<file path="src/core/pwd_params.svh">
/*
 Constants of the supervisor: register map, field positions,
 reset values and timing. Assumes a 25 MHz pclk.
*/
`ifndef PWD_PARAMS_SVH
`define PWD_PARAMS_SVH
`define PWD_A_CTRL     8'h00
`define PWD_A_WAKE     8'h04
`define PWD_A_ISTS     8'h08
`define PWD_A_IMSK     8'h0C
`define PWD_A_STAT     8'h10
`define PWD_B_WDEN     0
`define PWD_B_AUTO     1
`define PWD_B_WKWD     2
`define PWD_F_PER      5:4
`define PWD_F_CLR      7:6
`define PWD_CLR_PAT    2'b01
`define PWD_CTRL_RST   8'h00
`define PWD_MSK_RST    8'hFF
`define PWD_PER0_S     8'h02
`define PWD_PER1_S     8'h10
`define PWD_PER2_S     8'h40
`define PWD_PER3_S     8'h80
`define PWD_CLK_HZ     25000000
`define PWD_TICK_S     1
`define PWD_SEQDN_MS   10
`define PWD_FUSE_WAIT  2'h3
`endif

</file>
<file path="src/core/pwd_pkg.sv">
/*
 Types of the supervisor: controller states and pin bundle.
 Assumes nothing beyond the params header.
*/
package pwd_pkg;
  typedef enum logic [2:0] {
    ST_NOPWR, ST_STANDBY, ST_READY, ST_ON, ST_SEQDN
  } pwd_state_e;
  // Asynchronous inputs, synchronised as one bundle
  typedef struct packed {
    logic bat_uv;
    logic bat_ov;
    logic osc_ok;
    logic bias_ok;
    logic onkey;
    logic en2;
    logic adapter;
    logic rst_pin;
    logic sloss;
    logic alarm_a;
    logic alarm_b;
    logic aux_on;
    logic wd_fuse;
  } pwd_pins_s;
endpackage

</file>
<file path="src/core/pwd_supervisor.sv">
/*
 Watchdog, on-key front end, interrupt pin and first stage of
 the on/off controller, with an APB register slave.
 Assumes pins are asynchronous to pclk; fuses are static.
*/
// Decided for this implementation: the address map and the APB register port.
`timescale 1ns/1ps
`include "pwd_params.svh"
module pwd_supervisor import pwd_pkg::*; #(
  parameter int TICK_CYC  = `PWD_CLK_HZ * `PWD_TICK_S,
  parameter int SEQDN_CYC = `PWD_CLK_HZ / 1000 * `PWD_SEQDN_MS
) (
  input  wire logic        pclk,
  input  wire logic        presetn,
  input  wire logic        psel,
  input  wire logic        penable,
  input  wire logic        pwrite,
  input  wire logic [7:0]  paddr,
  input  wire logic [31:0] pwdata,
  output logic [31:0]      prdata,
  output logic             pready,
  output logic             pslverr,
  input  wire logic        main_battery_uv,
  input  wire logic        main_battery_ov,
  input  wire logic        slow_osc_ok,
  input  wire logic        bias_ready,
  input  wire logic        onkey_input,
  input  wire logic        second_enable_input,
  input  wire logic        adapter_ok_input,
  input  wire logic        reset_io_i,
  input  wire logic        sudden_loss_event,
  input  wire logic        rtc_alarm_a,
  input  wire logic        rtc_alarm_b,
  input  wire logic        sequencer_aux_on,
  input  wire logic        wdog_enable_fuse,
  input  wire logic [1:0]  onkey_mode_fuse,
  input  wire logic        onkey_polarity_fuse,
  output logic             reset_io_o,
  output logic             reset_io_oe,
  output logic             irq_out_n_o,
  output logic             irq_out_n_oe,
  output logic             sequencer_main_en,
  output logic             sequencer_aux_en,
  output logic             global_shutdown,
  output logic             immediate_shutdown
);

  pwd_pins_s  pin_raw, meta_q, pin_q, prev_q;
  pwd_state_e state_q, state_d;
  logic [7:0] ctrl_q, wake_q, sts_q, msk_q, evt;
  logic [7:0] wd_cnt_q, wd_lim;
  logic [1:0] fuse_cnt_q;
  logic [31:0] tick_cnt_q, seq_cnt_q;
  logic [31:0] rd_d, prdata_q;
  logic       tick, wd_exp, wr, rd_ok, imm, wake_any, wake_pend_q;
  logic       onk_act, onk_prev_q, onk_evt, wd_record_q, rst_drv_q;
  logic       wr_clr, auto_clr, rd_set, imm_q, irq_q;

  // Seconds that each period code stands for
  function automatic logic [7:0] per_secs(input logic [1:0] f);
    unique case (f)
      2'b00: per_secs = `PWD_PER0_S;
      2'b01: per_secs = `PWD_PER1_S;
      2'b10: per_secs = `PWD_PER2_S;
      2'b11: per_secs = `PWD_PER3_S;
    endcase
  endfunction

  // Address match for every mapped word
  function automatic logic mapped(input logic [7:0] a);
    mapped = (a == `PWD_A_CTRL) || (a == `PWD_A_WAKE) ||
             (a == `PWD_A_ISTS) || (a == `PWD_A_IMSK) ||
             (a == `PWD_A_STAT);
  endfunction

  assign pin_raw = '{main_battery_uv, main_battery_ov, slow_osc_ok,
                     bias_ready, onkey_input, second_enable_input,
                     adapter_ok_input, reset_io_i, sudden_loss_event,
                     rtc_alarm_a, rtc_alarm_b, sequencer_aux_on,
                     wdog_enable_fuse};

  // Two-flop synchroniser; meta_q feeds nothing else
  always_ff @(posedge pclk or negedge presetn) begin
    if (!presetn) begin
      meta_q <= '0;
      pin_q  <= '0;
      prev_q <= '0;
    end else begin
      meta_q <= pin_raw;
      pin_q  <= meta_q;
      prev_q <= pin_q;
    end
  end

  // APB handshake: zero wait states, read data latched at setup
  assign pready  = 1'b1;
  assign wr      = psel && penable && pwrite && mapped(paddr);
  assign pslverr = psel && penable && !mapped(paddr);
  assign prdata  = prdata_q;
  assign wr_clr  = wr && paddr == `PWD_A_CTRL &&
                   pwdata[`PWD_F_CLR] == `PWD_CLR_PAT;

  always_comb begin
    rd_d = '0;
    unique case (paddr)
      `PWD_A_CTRL: rd_d[5:0] = ctrl_q[5:0];  // Clear field reads 0
      `PWD_A_WAKE: rd_d[3:0] = wake_q[3:0];
      `PWD_A_ISTS: rd_d[7:0] = sts_q;
      `PWD_A_IMSK: rd_d[7:0] = msk_q;
      `PWD_A_STAT: rd_d[19:0] = {wd_record_q, state_q, wd_cnt_q, 8'h00};
      default:     rd_d = '0;
    endcase
  end

  always_ff @(posedge pclk or negedge presetn) begin
    if (!presetn) begin
      prdata_q <= 32'h0000_0000;
    end else if (psel && !penable) begin
      prdata_q <= rd_d;
    end
  end

  // Immediate shutdown causes, staged by controller state
  always_comb begin
    imm = pin_q.bat_uv || pin_q.bat_ov;
    if (!pin_q.osc_ok && state_q != ST_NOPWR) imm = 1'b1;
    if (!pin_q.bias_ok && (state_q == ST_READY || state_q == ST_ON ||
        state_q == ST_SEQDN)) imm = 1'b1;
  end

  // Fuse load delay: synchroniser must settle before sampling
  always_ff @(posedge pclk or negedge presetn) begin
    if (!presetn) begin
      fuse_cnt_q <= 2'h0;
    end else if (imm) begin
      fuse_cnt_q <= 2'h0;
    end else if (fuse_cnt_q != `PWD_FUSE_WAIT) begin
      fuse_cnt_q <= fuse_cnt_q + 2'h1;
    end
  end

  // Control and wake-enable registers; cleared by any immediate shutdown cause
  always_ff @(posedge pclk or negedge presetn) begin
    if (!presetn) begin
      ctrl_q <= `PWD_CTRL_RST;
      wake_q <= 8'h00;
      msk_q  <= `PWD_MSK_RST;
    end else if (imm) begin
      ctrl_q <= `PWD_CTRL_RST;
      wake_q <= 8'h00;
      msk_q  <= `PWD_MSK_RST;
    end else begin
      if (fuse_cnt_q == `PWD_FUSE_WAIT - 2'h1)
        ctrl_q[`PWD_B_WDEN] <= pin_q.wd_fuse;
      if (wr && paddr == `PWD_A_CTRL) ctrl_q <= {2'b00, pwdata[5:0]};
      if (wr && paddr == `PWD_A_WAKE) wake_q <= {4'h0, pwdata[3:0]};
      if (wr && paddr == `PWD_A_IMSK) msk_q <= pwdata[7:0];
    end
  end

  // One-second timebase from pclk, held while disabled
  assign tick = tick_cnt_q == TICK_CYC - 1;
  always_ff @(posedge pclk or negedge presetn) begin
    if (!presetn) begin
      tick_cnt_q <= 32'h0000_0000;
    end else if (!ctrl_q[`PWD_B_WDEN] || tick || wr_clr) begin
      tick_cnt_q <= 32'h0000_0000;
    end else begin
      tick_cnt_q <= tick_cnt_q + 32'h0000_0001;
    end
  end

  assign wd_lim   = per_secs(ctrl_q[`PWD_F_PER]);
  assign wd_exp   = ctrl_q[`PWD_B_WDEN] && wd_cnt_q == wd_lim &&
                    state_q == ST_ON;
  assign auto_clr = ctrl_q[`PWD_B_AUTO] && !pin_q.aux_on;

  // Watchdog seconds counter
  always_ff @(posedge pclk or negedge presetn) begin
    if (!presetn) begin
      wd_cnt_q <= 8'h00;
    end else if (imm || wd_exp) begin
      wd_cnt_q <= 8'h00;
    end else if (wr_clr) begin
      wd_cnt_q <= 8'h00;
    end else if (auto_clr) begin
      wd_cnt_q <= 8'h00;
    end else if (ctrl_q[`PWD_B_WDEN] && tick && wd_cnt_q != wd_lim) begin
      wd_cnt_q <= wd_cnt_q + 8'h01;
    end
  end

  assign onk_act = pin_q.onkey ^ onkey_polarity_fuse;
  // Push-button takes edges, other modes take the level
  assign onk_evt = (onkey_mode_fuse == 2'b00) ? (onk_act && !onk_prev_q)
                                             : onk_act;
  always_ff @(posedge pclk or negedge presetn) begin
    if (!presetn) begin
      onk_prev_q <= 1'b0;
    end else begin
      onk_prev_q <= onk_act;
    end
  end

  // Event sources: watchdog expiry, falling edge of the reset pin, rising edges of the active on-key, second enable, adapter, sudden loss and both alarms
  assign evt = {pin_q.alarm_b & ~prev_q.alarm_b,
                pin_q.alarm_a & ~prev_q.alarm_a,
                pin_q.sloss & ~prev_q.sloss,
                ~pin_q.rst_pin & prev_q.rst_pin & ~rst_drv_q,  // Own pull is no event
                pin_q.adapter & ~prev_q.adapter,
                pin_q.en2 & ~prev_q.en2,
                onk_act & ~onk_prev_q,
                wd_exp};

  // Maskable wakes gated by their enables
  assign wake_any = (pin_q.adapter && wake_q[0]) ||
                    (evt[6] && wake_q[1]) || (evt[7] && wake_q[2]) ||
                    (onk_evt && wake_q[3]) ||
                    evt[5] || evt[2] || evt[4];  // Adapter only via gated level

  // Sticky status, set wins over write-one-clear
  assign rd_set = wr && paddr == `PWD_A_ISTS;
  always_ff @(posedge pclk or negedge presetn) begin
    if (!presetn) begin
      sts_q <= 8'h00;
    end else if (imm) begin
      sts_q <= 8'h00;
    end else begin
      sts_q <= (sts_q & ~(rd_set ? pwdata[7:0] : 8'h00)) | evt;
    end
  end

  // Open-drain interrupt, pulled low while pending
  always_ff @(posedge pclk or negedge presetn) begin
    if (!presetn) begin
      irq_q <= 1'b0;
    end else begin
      irq_q <= |(sts_q & ~msk_q);
    end
  end

  // Expiry recorded; survives shutdowns until presetn
  always_ff @(posedge pclk or negedge presetn) begin
    if (!presetn) begin
      wd_record_q <= 1'b0;
    end else if (wd_exp) begin
      wd_record_q <= 1'b1;
    end
  end

  // Controller states
  always_comb begin
    state_d = state_q;
    unique case (state_q)
      ST_NOPWR:   if (pin_q.osc_ok && !pin_q.bat_uv && !pin_q.bat_ov)
                    state_d = ST_STANDBY;
      ST_STANDBY: if (pin_q.bias_ok) state_d = ST_READY;
      ST_READY:   if (wake_pend_q) state_d = ST_ON;
      ST_ON:      if (wd_exp) state_d = ST_SEQDN;
      ST_SEQDN:   if (seq_cnt_q == SEQDN_CYC - 1) state_d = ST_STANDBY;
      default:    state_d = ST_NOPWR;
    endcase
    if (imm) state_d = ST_NOPWR;
  end

  always_ff @(posedge pclk or negedge presetn) begin
    if (!presetn) begin
      state_q <= ST_NOPWR;
    end else begin
      state_q <= state_d;
    end
  end

  // Sequenced shutdown length
  always_ff @(posedge pclk or negedge presetn) begin
    if (!presetn) begin
      seq_cnt_q <= 32'h0000_0000;
    end else if (state_q != ST_SEQDN) begin
      seq_cnt_q <= 32'h0000_0000;
    end else begin
      seq_cnt_q <= seq_cnt_q + 32'h0000_0001;
    end
  end

  // Wake latch; consumed on power-up
  always_ff @(posedge pclk or negedge presetn) begin
    if (!presetn) begin
      wake_pend_q <= 1'b0;
    end else if (imm || state_q == ST_ON) begin
      wake_pend_q <= 1'b0;
    end else if (state_q == ST_SEQDN && state_d == ST_STANDBY) begin
      wake_pend_q <= ctrl_q[`PWD_B_WKWD];
    end else if (wake_any) begin
      wake_pend_q <= 1'b1;
    end
  end

  // Reset pin driver registered off the next state, shutdown flag off imm
  always_ff @(posedge pclk or negedge presetn) begin
    if (!presetn) begin
      rst_drv_q <= 1'b1;
      imm_q     <= 1'b0;
    end else begin
      // Reset pin held low outside on state
      rst_drv_q <= state_d != ST_ON;
      imm_q     <= imm;
    end
  end

  assign reset_io_o         = 1'b0;
  assign reset_io_oe        = rst_drv_q;
  assign irq_out_n_o        = 1'b0;
  assign irq_out_n_oe       = irq_q;
  assign sequencer_main_en  = state_q == ST_ON;
  assign sequencer_aux_en   = state_q == ST_ON;
  assign global_shutdown    = state_q == ST_SEQDN;
  assign immediate_shutdown = imm_q;
endmodule // pwd_supervisor

</file>
<file path="config.mk">
export PLATFORM = sky130hd
export DESIGN_NAME = pwd_supervisor
export DESIGN_NICKNAME = d
export VERILOG_FILES = /design/src/core/pwd_pkg.sv /design/src/core/pwd_supervisor.sv
export VERILOG_INCLUDE_DIRS = /design/src /design/src/core
export SDC_FILE = /design/constraint.sdc
export NUM_CORES = 1
export LEC_CHECK = 0
export BUFFER_PORTS_ARGS = -buffer_cell sky130_fd_sc_hd__buf_2
export CAP_MARGIN = 15
export CORE_UTILIZATION = 55
export CTS_CLUSTER_SIZE = 24
export DETAILED_ROUTE_END_ITERATION = 10
export PLACE_DENSITY = 0.88
export SLEW_MARGIN = 30
export SYNTH_ARGS = -nofsm -noshare
export SYNTH_HDL_FRONTEND = slang
export SYNTH_SLANG_ARGS = --single-unit
</file>
<file path="constraint.sdc">
create_clock -name pclk -period 2.7 [get_ports pclk]
set_input_delay 0 -clock pclk [delete_from_list [all_inputs] [get_ports pclk]]
set_output_delay 0 -clock pclk [all_outputs]
set_load 0.05 [all_outputs]
</file>
==> results of run 1 <==
sequential cells by signal, summed over array words and instances, names as in the netlist:
| signal | flops |
|---|---|
| meta_q | 13 |
| wake_pend_q | 1 |
| irq_out_n_oe | 1 |
| prev_q | 6 |
| state_q | 3 |
| reset_io_oe | 1 |
| fuse_cnt_q | 2 |
| wake_q | 4 |
| ctrl_q | 6 |
| onk_prev_q | 1 |
| wd_cnt_q | 8 |
| wd_record_q | 1 |
| immediate_shutdown | 1 |
| prdata | 20 |
| sts_q | 8 |
| pin_q | 13 |
| msk_q | 8 |
| tick_cnt_q | 32 |
| seq_cnt_q | 32 |
tightest hold or removal path, delay by kind of cell:
kind	cells	cell delay, ps
buf+inv	1	190
compound gates	2	280
metrics by stage:
stage | instance area, µm² | hold slack, ps
2_1_floorplan | 7420 | -296
3_3_place_gp | 7820 | 71.6
3_5_place_dp | 7820 | 78.5
4_1_cts | 8600 | 79.7
5_1_grt | 8600 | 103
6_report | 8600 | 95.8
routing by layer:
metal / vias up / GRT usage (%) / routed length (µm)
met3: 44 / 5.86 / 860
li1: 2695 / - / -
met1: 2847 / 30.3 / 6500
met5: - / 0 / 0
met2: 178 / 41.4 / 8180
met4: 0 / 10.9 / 433
synth_stat cells (5+ instances only):
master    instances
a21oi_1          35
a22o_1           12
and4_1           14
buf_4            17
clkbuf_1         20
dfrtp_1         152
dfstp_2           9
ha_1              5
inv_1            29
mux2i_1          13
nand2_1          63
nand3_1          35
nand4_1          21
nor2_1           87
nor2b_1           7
nor3_1           24
nor4_1           16
o21ai_0          23
o22ai_1           5
or3_1            10
xnor2_1          35
xor2_1           22
cell type report:
class                   count  area share [%]
flip-flops and latches    161            47.0
multi-input cells         507            35.4
repair buffers             95            7.49
clock buffers              18            4.99
well taps                 172            2.50
clock inverters            14            1.43
inverters                  29            1.27
power breakdown:
part | total [mW] | internal (mW) | switching (mW)
Combinational | 0.248 | 0.0751 | 0.173
Sequential | 2.46 | 2.45 | 0.0164
Clock | 2.24 | 1.21 | 1.03
Total | 4.95 | 3.73 | 1.22
kinds of logic after synthesis:
| family | count (synthesis) |
|---|---|
| multiplexers | 16 |
| adder cells (fa/ha/maj) | 5 |
| other | 2 |
| AND/OR/NAND/NOR | 312 |
| flip-flops | 161 |
| XOR/XNOR | 57 |
| buffers and inverters | 71 |
| AO/OA/AOI/OAI | 102 |
worst paths after layout:
path	end	cells after the start
worst max register to register	wd_cnt_q[2]	6
worst min register to register	pin_q[5]	0
worst min-delay path	prdata[5]	3
min in group asynchronous	seq_cnt_q[6]	3
worst max-delay path	wd_cnt_q[2]	6
max in group asynchronous	tick_cnt_q[8]	3
==> summary.txt, run 1 <==
Outcome
  – Status: finished, final reports clean

Route
  – Post-route ant nets: 0
  – Routed len/inst: around 16 µm
  – Vias per cell: between 5 and 6
  – Pre-Repair DR Iteration Count: 5
  – Vias: 5764
  – DR iter-0 viols: 558
  – Routed wire length: roughly 16 mm
  – DRC violation count after routing: 0

Timing
  – Final Hold Violating Endpoints: 0
  – Clock skew: 10.3 ps
  – Final TNS setup: 0 ps
  – Final Slew Violations: 0
  – Final min period: between 2000 and 2500 ps
  – Worst-Margin Slew: around 760 ps
  – Slew headroom: 49.5%
  – Unrepaired setup endpoints after global routing: no
  – Final Cycle Share: roughly nine tenths
  – Fmax: around 400 MHz
  – Final setup viols: 0
  – Fin worst setup slack: ~220 ps

Cells and area
  – Fin util: between 60% and 70%
  – Fillcell total: between 900 and 1000
  – Most frequent cells in the layout: dfrtp_1 (152), nor2_1 (87), nand2_1 (63)
  – Sequential Area: 0.00404 mm²
  – Share of cells above drive strength 1: approximately 16%
  – N_diodes: 0
  – Finished Layout Cells: 996
  – Layout area overhead: 16.6%
  – Most common cell after layout, fill and taps aside: dfrtp_1
  – Post-layout net count: roughly 900
  – Area occupied by multi-input gates: approximately 0.0030 mm²

Placement
  – Placed instance count: 941
  – Port buffer count: 63
  – RePlAce Congestion: between 0.9 and 1
  – HPWL Detailed: 10.5 mm
  – Post-place setup slack: around 230 ps

Setup path
  – WP buf/inv: 1
  – Slowest CP cell: or4_1
  – Crit path from: tick_cnt_q[0]
  – Crit Path Max Fanout: 6
  – WS Path Type: flip-flop to flip-flop
  – Arrival @ worst endpoint: roughly 2800 ps
  – Delay-heaviest family, CP: simple AND/OR/NAND/NOR gates
  – Crit path cell chain: ha_1 > inv_1 > or4_1 > or3_4 > or4_4 > a21oi_2
  – Largest stage delay on the critical path: roughly 660 ps
  – R2r setup slk: 220 ps
  – Crit. End Element: flip-flop
  – CP Launch Type: flip-flop
  – Critical path data required time: about 3100 ps
  – RR Startpoint: tick_cnt_q[0]

Die
  – Die ar.: around 0.014 mm²
  – Initial core utilization: 57.5%
  – X dimension of the die: ~120 µm
  – I/O pins: just over 100
  – # rows: 41
  – Die Span Y: about 120 µm
  – Core box area: 0.0128 mm²

Clock network
  – Quantity of gates resized following cts: 0
  – CTS buffer count: 17
  – Cts hold-fix bufs: 23
  – Clk pin slew, worst setup/hold paths: about 60 ps
  – Root Driver: clkbuf_16
  – CTS tree: yes
  – Post-CTS setup repair buffer count: 0
  – Clk buf depth: 2
  – H-tree depth: 4
  – Sink Count: around 160
  – Clk_lat worst skew: about 430 ps

GRT
  – Largest net degree at the start of global routing: ~100
  – Vias in the first global route: 5714
  – First-pass GRT wire length: approximately 27 mm
  – Initial antenna violation count: 0
  – Gr ovfl total: 0
  – Overall Global Routing Usage: between 20% and 30%

Pwr
  – Power Density: ~580 mW/mm²
  – Max rail drop VDD: 0.528 mV
  – Final Total Pwr: around 4.9 mW
  – Lkg Pwr: between 3 and 4 nW

Synth
  – Async set-reset flop share out of synthesis: 100%
  – Yosys top cell by area: dfrtp_1
  – Synth Area in Adders: 0.848%
  – Synth Area in XOR/XNOR: just under 7%
  – Post-synthesis cell count: 726
  – Dominant synthesized flop cell: dfrtp_1
  – Largest family of logic cells by synthesized area: simple AND/OR/NAND/NOR gates
  – Sequential-to-total area share from yosys stat: a little over half
  – Ranking of synthesized cells by area: dfrtp_1 (52%), nor2_1 (4.4%), xnor2_1 (4.2%)
  – Post-Synth Simple-Gate Area: a little over a fifth
  – Synthesis-stage register bit count: ~160
  – Count of flip-flops with a built-in enable after synthesis: 0
  – Warnings from Yosys: 0
  – Mapped Area: 0.00737 mm²
  – Yosys cell types: 60
  – Syn_area_per_cell: roughly 10 µm²
  – Compound-Gate Fraction of Synth Area: a little under 9%
  – Top-area cell type share of the netlist area: between 50 and 60%
  – Mux share of post-synthesis cell area: under 10%

Min path
  – Hold path startpoint: paddr[2]
  – HP Class: input port to flip-flop

Job
  – Max-cap violation count: 0
(Power assumes the default switching activity.)
==> run 2: changes to the inputs <==
--- a/config.mk
+++ b/config.mk
@@ -11,6 +11,7 @@
 export CORE_UTILIZATION = 55
 export CTS_CLUSTER_SIZE = 24
 export DETAILED_ROUTE_END_ITERATION = 10
+export HOLD_SLACK_MARGIN = 0.12
 export PLACE_DENSITY = 0.88
 export SLEW_MARGIN = 30
 export SYNTH_ARGS = -nofsm -noshare
==> run 2 against run 1 <==
Effect of this change: combinational power hardly changed; largest power group unchanged; die area stayed put; wire length is 0.14% higher; clock skew is 0.96 ps lower.
==> summary.txt, run 2 (synthesis results as in run 1) <==
Cells and area
  – Post-layout net count: slightly below 900
  – Sequential Area: roughly 0.0040 mm²
  – Fillcell total: about 950
  – Share of cells above drive strength 1: 15.9%
  – Area occupied by multi-input gates: a little over 0.003 mm²
  – Most common cell after layout, fill and taps aside: dfrtp_1
  – N_diodes: 0
  – Layout area overhead: 16.9%
  – Most frequent cells in the layout: dfrtp_1 (152), nor2_1 (87), nand2_1 (63)
  – Finished Layout Cells: 998

Die
  – Core box area: between 0.01 and 0.015 mm²
  – X dimension of the die: around 120 µm
  – I/O pins: roughly 100
  – Die ar.: about 0.014 mm²
  – # rows: 41
  – Initial core utilization: a little under three fifths
  – Die Span Y: around 120 µm

Setup path
  – Critical path data required time: between 3000 and 4000 ps
  – WS Path Type: flip-flop to flip-flop
  – Crit Path Max Fanout: 6
  – Arrival @ worst endpoint: around 2800 ps
  – CP Launch Type: flip-flop
  – Crit. End Element: flip-flop

GRT
  – Vias in the first global route: roughly 5800
  – Gr ovfl total: 0
  – Initial antenna violation count: 0
  – Largest net degree at the start of global routing: 103
  – First-pass GRT wire length: about 27 mm
  – Overall Global Routing Usage: between 20 and 25%

Pwr
  – Flop pwr share: 49.7%
  – Switching fraction of total power: 24.7%
  – Clk pwr share: a little under half
  – NetSw: approximately 1.2 mW
  – Lkg Pwr: 3.62 nW
  – Logic pwr share: under 10%
  – Internal power: 3.73 mW
  – Final Total Pwr: 4.95 mW
  – Max rail drop VDD: approximately 0.53 mV
  – Power Density: around 570 mW/mm²

Route
  – Routed len/inst: around 16 µm
  – Post-route ant nets: 0
  – Vias: 5779
  – DR iter-0 viols: 527
  – Routed wire length: roughly 16 mm
  – Vias per cell: approximately 5.8
  – DRC violation count after routing: 0
  – Pre-Repair DR Iteration Count: 5

Placement
  – HPWL Detailed: 10.5 mm
  – Port buffer count: 63
  – RePlAce Congestion: 0.945
  – Placed instance count: around 940

Timing
  – Slew headroom: ~50%
  – Worst-case hold slack: ~140 ps
  – Clock skew: approximately 9.3 ps
  – Final Cycle Share: 92.2%
  – Unrepaired setup endpoints after global routing: no
  – Final Hold Violating Endpoints: 0
  – Final Slew Violations: 0
  – Final setup viols: 0
  – Fmax: ~400 MHz
  – Final min period: ~2500 ps
  – Worst-Margin Slew: about 750 ps
  – Final TNS setup: 0 ps

Outcome
  – Status: finished, final reports clean

Clock network
  – Clk pin slew, worst setup/hold paths: about 60 ps
  – Post-CTS setup repair buffer count: 0
  – Cts hold-fix bufs: 25
  – Clk buf depth: 2
  – Sink Count: about 160
  – H-tree depth: 4
  – Quantity of gates resized following cts: 0
  – Clk_lat worst skew: ~430 ps
  – CTS tree: yes
  – Root Driver: clkbuf_16
  – CTS buffer count: 17

Job
  – Max-cap violation count: 0

Min path
  – HP Class: input port to flip-flop
## run 2: cell types whose count changed in the layout (fill, tap and decap cells not counted), sizes merged
cell         previous run  this run
dlygate4sd3            23        25
## run 2: area by class of cell
class | count | area share (%)
sequential | 161 | 46.9
multi-input combinational | 507 | 35.3
clock inverter | 14 | 1.42
tap | 172 | 2.50
timing repair buffer | 97 | 7.71
inverter | 29 | 1.26
clock buffer | 18 | 4.98
## run 2: stage by stage
step,cell area [µm²],util (%),setup WS (ps)
6_report,8620,67.2,211
5_1_grt,8620,67.2,85.5
4_1_cts,8620,67.2,213
3_5_place_dp,7820,61.0,233
3_3_place_gp,7820,61.0,296
2_1_floorplan,7420,-,390
## run 2: metal layers
metal / part of all wire (%) / GRT usage, % / vias up
li1: - / - / 2699
met4: 2.9 / 11.8 / 0
met1: 40 / 30.3 / 2826
met2: 51 / 41.4 / 212
met3: 6.1 / 6.20 / 42
met5: 0 / 0 / -
## run 2: path summary, 6_finish.rpt
kind	startpoint	end	slack, ps	depth (start not counted)
max	tick_cnt_q[0]	wd_cnt_q[2]	210	6
min	psel	prdata[1]	140	5
max reg2reg	tick_cnt_q[0]	wd_cnt_q[2]	210	6
min reg2reg	meta_q[5]	pin_q[5]	350	0
max in group asynchronous	presetn	tick_cnt_q[8]	1910	3
min in group asynchronous	presetn	seq_cnt_q[6]	150	3
## run 2: power groups by stage
stage | Clock (mW) | Sequential, mW | Combinational [mW]
global placement | 0 | 2.50 | 0.218
global route | 2.37 | 2.46 | 0.275
CTS | 2.27 | 2.46 | 0.251
floorplan | 0 | 2.51 | 0.128
finish | 2.24 | 2.46 | 0.250
detailed placement | 0 | 2.51 | 0.221
## run 2: worst max-delay path: stages (launching register included)
cell and delay (ps):
dfrtp_1 380, ha_1 270, inv_1 80, or4_1 660, or3_4 460, or4_4 420
a21oi_2 130
